## src/rtl/fast_osc_stable_pkg.sv

```systemverilog
// Constants and types for the internal oscillator frequency switch
package fast_osc_stable_pkg;
    // Register indices; byte address is four times the index
    localparam logic [11:0] OSC_CONTROL_IDX = 12'h008F;
    localparam logic [11:0] IRQ_STATUS_IDX  = 12'h00A0;
    localparam logic [11:0] IRQ_MASK_IDX    = 12'h00A1;
    // Control register fields
    localparam int FSEL_LSB   = 4;
    localparam int FSEL_MSB   = 6;
    localparam int STABLE_BIT = 2;
    localparam logic [2:0] FSEL_RESET   = 3'h0;
    localparam logic [2:0] FSEL_FAST    = 3'h7;
    localparam logic [2:0] FSEL_SLOW    = 3'h0;
    localparam logic       STABLE_RESET = 1'b0;
    // Interrupt status fields
    localparam int EV_SWITCH_DONE = 0;
    localparam int EV_STABLE      = 1;
    localparam int EV_WIDTH       = 2;
    localparam logic [1:0] EV_RESET = 2'h0;
    // Handover and settling timing
    localparam int HANDOVER_EDGES = 8;
    localparam int SETTLE_TIME_US = 4000;
    localparam int CLOCK_MHZ      = 125;
    localparam int SETTLE_CYCLES  = SETTLE_TIME_US * CLOCK_MHZ;
    localparam int POSTSCALE_BITS = 6;
    // AXI responses
    localparam logic [1:0] RESP_OKAY   = 2'h0;
    localparam logic [1:0] RESP_SLVERR = 2'h2;

    typedef enum logic [1:0]
    {
        SW_RUN       = 2'b00,
        SW_WAIT_FALL = 2'b01,
        SW_HOLD_LOW  = 2'b10
    } fast_osc_stable_state_e;
endpackage

```

## src/rtl/fast_osc_stable_switch.sv

```systemverilog
// Glitch-free internal oscillator frequency switch with AXI4-Lite registers
// Notes on behaviour
// - Select code 111..000 picks 8M, 4M, 2M, 1M, 500k, 250k, 125k, 31.25k.
// - 111 routes fast source direct, 000 slow source direct, others postscaler.
// - Select field writable any time; every change starts a switch sequence.
// - Leaving 000 for nonzero clears stable flag and starts about 4 ms delay.
// - During settling the new unsettled source keeps clocking the system.
// - Nonzero to nonzero change: no delay, stable right after handover.
// - Stable flag stays set across switches between nonzero codes.
// - On a change wait for falling edge of current clock, then hold low.
// - While low, count eight falling edges of requested clock, then connect.
// - Nonzero to 000 completes right after the handover, no settling step.
// - Read-only stable flag at bit 2, one when stable, resets to zero.
// - Bits 7, 3, 1, 0 unimplemented: writes ignored, read as zero.
//
// Implementation choice: the AXI4-Lite register port.
module fast_osc_stable_switch
#(
    parameter int ADDR_W        = 12,
    parameter int SETTLE_CYCLES = fast_osc_stable_pkg::SETTLE_CYCLES
)
(
    input  wire logic              CLOCK,
    input  wire logic              RESET_N,
    input  wire logic              FAST_SRC,
    input  wire logic              SLOW_SRC,
    output logic                   CLOCK_OUT,
    output logic                   FAST_OSC_STABLE,
    output logic [2:0]             ACTIVE_SELECT,
    output logic                   IRQ,
    input  wire logic [ADDR_W-1:0] AWADDR,
    input  wire logic              AWVALID,
    output logic                   AWREADY,
    input  wire logic [31:0]       WDATA,
    input  wire logic [3:0]        WSTRB,
    input  wire logic              WVALID,
    output logic                   WREADY,
    output logic [1:0]             BRESP,
    output logic                   BVALID,
    input  wire logic              BREADY,
    input  wire logic [ADDR_W-1:0] ARADDR,
    input  wire logic              ARVALID,
    output logic                   ARREADY,
    output logic [31:0]            RDATA,
    output logic [1:0]             RRESP,
    output logic                   RVALID,
    input  wire logic              RREADY
);
    localparam int SC_W = $clog2(SETTLE_CYCLES + 1);
    localparam logic [SC_W-1:0] SETTLE_LOAD = SC_W'(SETTLE_CYCLES - 1);
    localparam logic [3:0] EDGE_LAST = 4'(fast_osc_stable_pkg::HANDOVER_EDGES - 1);

    // Source vector: fast source, postscaler taps, slow source
    function automatic logic src_level(input logic [7:0] v,
                                       input logic [2:0] c);
        logic r;
        r = 1'b0;
        if (c == fast_osc_stable_pkg::FSEL_FAST)
            r = v[7];
        else if (c == fast_osc_stable_pkg::FSEL_SLOW)
            r = v[0];
        else
            r = v[3'(7 - c)];
        return r;
    endfunction

    fast_osc_stable_pkg::fast_osc_stable_state_e state;
    logic [2:0]  req_sel;
    logic [2:0]  cur_sel;
    logic [3:0]  edge_cnt;
    logic        fast_prev;
    logic [fast_osc_stable_pkg::POSTSCALE_BITS-1:0] post_cnt;
    logic [7:0]  src_vec;
    logic [7:0]  src_prev;
    logic        stable;
    logic        settling;
    logic [SC_W-1:0] settle_cnt;
    logic [1:0]  ev_status;
    logic [1:0]  ev_mask;
    logic        sel_change;
    logic [2:0]  wr_sel;
    logic        cur_fall;
    logic        req_fall;
    logic        switch_done;
    logic        stable_rise;
    logic [ADDR_W-1:0] aw_addr;
    logic        aw_held;
    logic [31:0] w_data;
    logic [3:0]  w_strb;
    logic        w_held;
    logic        wr_fire;
    logic        rd_fire;
    logic [ADDR_W-1:0] aw_idx;
    logic [ADDR_W-1:0] ar_idx;

    assign src_vec  = {FAST_SRC, post_cnt, SLOW_SRC};
    // Falling edges seen on the sampled sources
    assign cur_fall = src_level(src_prev, cur_sel)
                      & ~src_level(src_vec, cur_sel);
    assign req_fall = src_level(src_prev, req_sel)
                      & ~src_level(src_vec, req_sel);
    assign switch_done = (state == fast_osc_stable_pkg::SW_HOLD_LOW) && req_fall
                         && (edge_cnt == EDGE_LAST) && !sel_change;
    assign aw_idx  = aw_addr >> 2;
    assign ar_idx  = ARADDR >> 2;
    assign wr_fire = aw_held && w_held && !BVALID;
    assign rd_fire = ARVALID && ARREADY;
    assign wr_sel  = w_data[fast_osc_stable_pkg::FSEL_MSB:fast_osc_stable_pkg::FSEL_LSB];
    assign sel_change = wr_fire && w_strb[0]
                        && (aw_idx == fast_osc_stable_pkg::OSC_CONTROL_IDX)
                        && (wr_sel != req_sel);
    assign stable_rise = settling && (settle_cnt == '0) && !sel_change;

    // Postscaler divides the fast source by powers of two
    always_ff @(posedge CLOCK or negedge RESET_N)
    begin
        if (!RESET_N)
        begin
            fast_prev <= 1'b0;
            post_cnt  <= '0;
            src_prev  <= 8'h00;
        end
        else
        begin
            fast_prev <= FAST_SRC;
            if (FAST_SRC && !fast_prev)
                post_cnt <= post_cnt + 1'b1;
            src_prev <= src_vec;
        end
    end

    // Requested select: software view of the field
    always_ff @(posedge CLOCK or negedge RESET_N)
    begin
        if (!RESET_N)
            req_sel <= fast_osc_stable_pkg::FSEL_RESET;
        else if (sel_change)
            req_sel <= wr_sel;
    end

    // Handover sequencer; output is low for the whole hold phase
    always_ff @(posedge CLOCK or negedge RESET_N)
    begin
        if (!RESET_N)
        begin
            state     <= fast_osc_stable_pkg::SW_RUN;
            cur_sel   <= fast_osc_stable_pkg::FSEL_RESET;
            edge_cnt  <= 4'h0;
            CLOCK_OUT <= 1'b0;
        end
        else
        begin
            case (state)
                fast_osc_stable_pkg::SW_RUN:
                begin
                    CLOCK_OUT <= src_level(src_vec, cur_sel);
                    if (sel_change)
                        state <= fast_osc_stable_pkg::SW_WAIT_FALL;
                end
                fast_osc_stable_pkg::SW_WAIT_FALL:
                begin
                    if (cur_fall)
                    begin
                        CLOCK_OUT <= 1'b0;
                        edge_cnt  <= 4'h0;
                        state     <= fast_osc_stable_pkg::SW_HOLD_LOW;
                    end
                    else
                        CLOCK_OUT <= src_level(src_vec, cur_sel);
                end
                fast_osc_stable_pkg::SW_HOLD_LOW:
                begin
                    CLOCK_OUT <= 1'b0;
                    if (sel_change)
                        edge_cnt <= 4'h0;
                    else if (switch_done)
                    begin
                        cur_sel <= req_sel;
                        state   <= fast_osc_stable_pkg::SW_RUN;
                    end
                    else if (req_fall)
                        edge_cnt <= edge_cnt + 4'h1;
                end
                default:
                begin
                    state     <= fast_osc_stable_pkg::SW_RUN;
                    CLOCK_OUT <= 1'b0;
                end
            endcase
        end
    end

    // Stable flag and settling delay
    always_ff @(posedge CLOCK or negedge RESET_N)
    begin
        if (!RESET_N)
        begin
            stable     <= fast_osc_stable_pkg::STABLE_RESET;
            settling   <= 1'b0;
            settle_cnt <= '0;
        end
        else if (sel_change)
            settling <= 1'b0;
        else if (switch_done)
        begin
            if (req_sel == fast_osc_stable_pkg::FSEL_SLOW)
                settling <= 1'b0;
            else if (cur_sel == fast_osc_stable_pkg::FSEL_SLOW || settling)
            begin
                // Leaving the slow source: clear stable and start the delay
                stable     <= 1'b0;
                settling   <= 1'b1;
                settle_cnt <= SETTLE_LOAD;
            end
            else
                stable <= 1'b1;
        end
        else if (settling)
        begin
            if (settle_cnt == '0)
            begin
                settling <= 1'b0;
                stable   <= 1'b1;
            end
            else
                settle_cnt <= settle_cnt - 1'b1;
        end
    end

    // Sticky events; set wins over the read that clears them
    always_ff @(posedge CLOCK or negedge RESET_N)
    begin
        if (!RESET_N)
            ev_status <= fast_osc_stable_pkg::EV_RESET;
        else
        begin
            logic [1:0] next_status;
            next_status = ev_status;
            if (rd_fire && ar_idx == fast_osc_stable_pkg::IRQ_STATUS_IDX)
                next_status = 2'h0;
            if (switch_done)
                next_status[fast_osc_stable_pkg::EV_SWITCH_DONE] = 1'b1;
            if (stable_rise)
                next_status[fast_osc_stable_pkg::EV_STABLE] = 1'b1;
            ev_status <= next_status;
        end
    end

    always_ff @(posedge CLOCK or negedge RESET_N)
    begin
        if (!RESET_N)
            ev_mask <= fast_osc_stable_pkg::EV_RESET;
        else if (wr_fire && w_strb[0] && aw_idx == fast_osc_stable_pkg::IRQ_MASK_IDX)
            ev_mask <= w_data[fast_osc_stable_pkg::EV_WIDTH-1:0];
    end

    always_ff @(posedge CLOCK or negedge RESET_N)
    begin
        if (!RESET_N)
        begin
            IRQ             <= 1'b0;
            FAST_OSC_STABLE <= 1'b0;
            ACTIVE_SELECT   <= fast_osc_stable_pkg::FSEL_RESET;
        end
        else
        begin
            IRQ             <= |(ev_status & ev_mask);
            FAST_OSC_STABLE <= stable;
            ACTIVE_SELECT   <= cur_sel;
        end
    end

    // Write channel: address and data taken in either order
    always_ff @(posedge CLOCK or negedge RESET_N)
    begin
        if (!RESET_N)
        begin
            AWREADY <= 1'b1;
            WREADY  <= 1'b1;
            aw_held <= 1'b0;
            w_held  <= 1'b0;
            aw_addr <= '0;
            w_data  <= 32'h0000_0000;
            w_strb  <= 4'h0;
            BVALID  <= 1'b0;
            BRESP   <= fast_osc_stable_pkg::RESP_OKAY;
        end
        else
        begin
            if (AWVALID && AWREADY)
            begin
                aw_addr <= AWADDR;
                aw_held <= 1'b1;
                AWREADY <= 1'b0;
            end
            if (WVALID && WREADY)
            begin
                w_data <= WDATA;
                w_strb <= WSTRB;
                w_held <= 1'b1;
                WREADY <= 1'b0;
            end
            if (wr_fire)
            begin
                aw_held <= 1'b0;
                w_held  <= 1'b0;
                BVALID  <= 1'b1;
                if (aw_idx == fast_osc_stable_pkg::OSC_CONTROL_IDX
                    || aw_idx == fast_osc_stable_pkg::IRQ_STATUS_IDX
                    || aw_idx == fast_osc_stable_pkg::IRQ_MASK_IDX)
                    BRESP <= fast_osc_stable_pkg::RESP_OKAY;
                else
                    BRESP <= fast_osc_stable_pkg::RESP_SLVERR;
            end
            if (BVALID && BREADY)
            begin
                BVALID  <= 1'b0;
                AWREADY <= 1'b1;
                WREADY  <= 1'b1;
            end
        end
    end

    // Read channel; status read clears the sticky bits
    always_ff @(posedge CLOCK or negedge RESET_N)
    begin
        if (!RESET_N)
        begin
            ARREADY <= 1'b1;
            RVALID  <= 1'b0;
            RDATA   <= 32'h0000_0000;
            RRESP   <= fast_osc_stable_pkg::RESP_OKAY;
        end
        else if (rd_fire)
        begin
            ARREADY <= 1'b0;
            RVALID  <= 1'b1;
            RRESP   <= fast_osc_stable_pkg::RESP_OKAY;
            RDATA   <= 32'h0000_0000;
            if (ar_idx == fast_osc_stable_pkg::OSC_CONTROL_IDX)
            begin
                RDATA[fast_osc_stable_pkg::FSEL_MSB:fast_osc_stable_pkg::FSEL_LSB] <= req_sel;
                RDATA[fast_osc_stable_pkg::STABLE_BIT] <= stable;
            end
            else if (ar_idx == fast_osc_stable_pkg::IRQ_STATUS_IDX)
                RDATA[fast_osc_stable_pkg::EV_WIDTH-1:0] <= ev_status;
            else if (ar_idx == fast_osc_stable_pkg::IRQ_MASK_IDX)
                RDATA[fast_osc_stable_pkg::EV_WIDTH-1:0] <= ev_mask;
            else
                RRESP <= fast_osc_stable_pkg::RESP_SLVERR;
        end
        else if (RVALID && RREADY)
        begin
            RVALID  <= 1'b0;
            ARREADY <= 1'b1;
        end
    end
endmodule

```

## config.mk

```make
export PLATFORM = sky130hd
export DESIGN_NAME = fast_osc_stable_switch
export DESIGN_NICKNAME = d
export VERILOG_FILES = /design/src/rtl/fast_osc_stable_pkg.sv /design/src/rtl/fast_osc_stable_switch.sv
export SDC_FILE = /design/constraint.sdc
export NUM_CORES = 1
export LEC_CHECK = 0
export BUFFER_PORTS_ARGS = -buffer_cell sky130_fd_sc_hd__buf_2
export CORE_MARGIN = 2
export CORE_UTILIZATION = 53
export CTS_CLUSTER_SIZE = 16
export DETAILED_ROUTE_END_ITERATION = 6
export GPL_ROUTABILITY_DRIVEN = 0
export PLACE_DENSITY = 0.9
export REMOVE_ABC_BUFFERS = 1
export SLEW_MARGIN = 40
export SYNTH_ARGS = -nofsm -noshare
export SYNTH_HDL_FRONTEND = slang
export SYNTH_SLANG_ARGS = --single-unit
```

## constraint.sdc

```tcl
create_clock -name CLOCK -period 2.8 [get_ports CLOCK]
set_clock_uncertainty 0.15 [all_clocks]
set_input_delay 0.14 -clock CLOCK [delete_from_list [all_inputs] [get_ports CLOCK]]
set_output_delay 0.14 -clock CLOCK [all_outputs]
set_load 0.02 [all_outputs]
```

==> run_results.csv <==
group,metric,value,unit
status,outcome,"finished, final reports clean",
cells_and_area,area_growth_syn_to_layout,19.3,%
setup_path,worstPathArrival,2840,ps
cts,cts-htree-levels,3,
cells_and_area,utilization,65.8,%
logic_synthesis,synth_edf_count,0,
setup_path,setup.worst_path.end_class,"flop",
logic_synthesis,yosys_warnings,0,
sta,fmax,0.366,GHz
cts,tritoncts.num_buffers,9,
setup_path,required_worst_endpoint,2900,ps
drt,mean_number_of_vias_per_cell,5.55,
global_route,grt_overflow_total,0,
global_route,first_global_vias,3279,
setup_path,cp-start-kind,"input pin",
global_route,grt_pass1_wl,14700,um
logic_synthesis,post-synth-top-area-cell,"sky130_fd_sc_hd__dfrtp_1",
drt,routed_wire_length_per_instance,14.9,um
cts,clk_latency,360,ps
logic_synthesis,postSynthCellCount,377,
floorplan,start_util,55.2,%
logic_synthesis,avgSynthCellArea,11.4,um^2
floorplan,chipHeight,93.9,um
cts,cts_post_setup_buffers_inserted,0,
power,vdd.ir_drop.worst,566,uV
cells_and_area,final_nets,545,
cells_and_area,antenna_cells_inserted,0,
sta,timing.max_slew.rel_slack,53.0,%
logic_synthesis,synth-async-reset-ratio,100,%
floorplan,die_w,93.9,um
floorplan,rows,32,
place,detailedPlacementHpwl,5860,um
setup_path,critical_path_peak_fanout,13,
logic_synthesis,syn_area,4290,um^2
logic_synthesis,synth_top_cells_by_area,"sky130_fd_sc_hd__dfrtp_1, sky130_fd_sc_hd__mux2_2, sky130_fd_sc_hd__buf_4",
cts,cts.clk_slew.worst_paths,90,ps
power,total_leakage_power,2.38,nW
setup_path,criticalPathCategory,"in -> reg",
logic_synthesis,netlist_top_cells_count,"sky130_fd_sc_hd__dfrtp_1, sky130_fd_sc_hd__buf_4, sky130_fd_sc_hd__mux2_2",
global_route,antenna_violations_before_repair,0,
hold_path,min_path_type,"in -> reg",
drt,ant_nets,0,
cts,clk_sinks,88,
global_route,track_usage,21.2,%
setup_path,timing.critical_path.slowest_stage_cell,"sky130_fd_sc_hd__a2111o_2",
logic_synthesis,ys_ff_latch,88,
power,power_density,801,nW/um^2
sta,final.setup.tns,0,ps
logic_synthesis,synth_flop_cell,"sky130_fd_sc_hd__dfrtp_1",
flow_run,max-cap-violations,0,
setup_path,ordered_list_of_cells_on_the_worst_path,"dlygate4sd3_1 > buf_2 > and2b_1 > mux4_2 > mux2_4 > a2111o_2 > or3_1 > o211a_1",
global_route,grt_max_degree,89,
cells_and_area,layout-drive-gt1-share,26.0,%
sta,rsz0062_at_grt,"no",
drt,route.detailed.drc,0,
drt,detail_route.wirelength,8640,um
place,place.port_buffers,53,
sta,hold_violations,0,
logic_synthesis,synth_seq_area_share,51.5,%
setup_path,cp.buffers_inverters,2,
setup_path,worst_path_dominant_cell_family,"multiplexers",
cts,cts-root-to-sink-buffers,2,
drt,via_count,3216,
sta,period_share,97.7,%
drt,first_iter_violations,234,
logic_synthesis,post-synth-top-count-cell,"sky130_fd_sc_hd__dfrtp_1",
cells_and_area,multi_input_comb_area,1880,um^2
logic_synthesis,synth.top_cell.area_share,49.6,%
floorplan,ios,116,
drt,drtPass1Iterations,4,
sta,setup_viol_count_final,0,
cells_and_area,ff_latch_area,2210,um^2
sta,final.min_clock_period,2740,ps
cts,cts_tree,"yes",
setup_path,cpPeakStageDelay,550,ps
floorplan,core,7770,um^2
cells_and_area,fill_cells,568,
logic_synthesis,yosysUniqueCellTypes,55,
floorplan,die_area,8820,um^2
sta,max_slew_violation_count,0,
cts,clock_tree.root_cell,"sky130_fd_sc_hd__clkbuf_8",
sta,timing_worst_slew_pin_value,699,ps
-- per-layer routing --
layer  routed length [um]  global-route usage (%)
met1                 3710                    27.0
met2                 4350                    35.5
met3                  433                    4.65
met4                  150                    8.21
met5                    0                       0
-- timing repair --
action                                  in CTS  in global routing
endpoints found under the setup margin       0                 11
hold buffers                                29                  0
gates resized for setup                      0                  2
endpoints found under the hold margin      110                  0
-- sequential cells by signal (all words and copies together), names as in the netlist, 2 cells and up --
| register | cells |
|---|---|
| edge_cnt | 4 |
| state | 2 |
| w_data | 5 |
| cur_sel | 3 |
| ev_status | 2 |
| settle_cnt | 19 |
| ev_mask | 2 |
| post_cnt | 6 |
| aw_addr | 10 |
| RDATA | 6 |
| req_sel | 3 |
| src_prev | 7 |
| ACTIVE_SELECT | 3 |
-- final timing paths --
path / startpoint / endpoint / slack, ps / cells after the start
setup / recovery: SLOW_SRC / settle_cnt[17] / 60 / 8
hold / removal: ARADDR[10] / RRESP[1] / 20 / 4
setup reg to reg: post_cnt[0] / settle_cnt[17] / 110 / 6
hold reg to reg: stable / FAST_OSC_STABLE / 280 / 0
max in group asynchronous: RESET_N / post_cnt[3] / 1800 / 2
min in group asynchronous: RESET_N / CLOCK_OUT / 240 / 2
-- cells in the final DEF, fill, tap and decap left out, drive strengths merged, types with 2 or more instances in the layout --
cell type	synthesis	final
nor2	17	17
mux4	6	6
nor3b	4	4
and4	2	2
nand2b	6	6
nor4b	3	3
a31oi	2	2
nand3b	2	2
and3	8	8
conb	1	28
nor4	5	5
clkinv	0	4
nand3	18	18
a21oi	4	4
a211o	6	6
dfstp	3	3
clkinvlp	0	2
mux2	28	28
o211a	8	8
or3	8	8
clkbuf	4	10
ha	4	4
nand4	7	7
buf	33	64
a22o	5	5
nand2	18	18
xor2	2	2
and2	2	2
nor3	19	19
nor2b	9	9
xnor2	6	6
a21o	3	3
inv	12	12
dlygate4sd3	0	29
dfrtp	85	85
mux2i	5	5
o21ai	17	17
-- tightest hold or removal path: stages --
cell                      delay (ps)
sky130_fd_sc_hd__buf_2            80
sky130_fd_sc_hd__nor4_1           60
sky130_fd_sc_hd__o21ai_0          70
sky130_fd_sc_hd__mux2_2          140
-- power breakdown --
group	internal, mW	total, mW	switching [mW]
combinational	0.610	1.24	0.628
sequential	1.66	1.99	0.334
clock	0.412	0.864	0.452
-- layout make-up --
cell class / instances / area share [%]
Tap cell: 102 / 2.50
Multi-Input combinational cell: 267 / 36.8
Timing Repair Buffer: 94 / 12.8
Clock buffer: 9 / 2.42
Inverter: 12 / 0.881
Clock inverter: 7 / 1.42
Sequential cell: 88 / 43.2
-- logic make-up (layout without fill, tap and decap cells) --
logic type                 after synthesis  count (layout)  synth area share [%]
and+or+nand+nor                        134             134                  17.2
DFF                                     88              88                  51.5
AOI/OAI and AO/OA                       54              54                  9.64
buffers and inverters                   49             122                  7.04
muxes                                   39              39                  11.8
xor gates and xnor gates                 8               8                  1.64
adders and majority gates                4               4                  1.17
other                                    1              28                0.0875
-- metrics by stage --
step / hold slack [ps] / area, um^2 / power (mW) / setup slack [ps] / std cells
5_1_grt: 45.7 / 5110 / 4.37 / 13.4 / 579
3_5_place_dp: 99.6 / 4620 / 3.19 / 77.9 / 534
2_1_floorplan: -306 / 4130 / 2.77 / 116 / 367
4_1_cts: 3.04 / 5110 / 4.09 / 52.9 / 579
6_report: 20.4 / 5110 / 4.09 / 64.4 / 579
3_3_place_gp: 119 / 4620 / 3.08 / 158 / 534
Power figures use the tool's default switching activity.
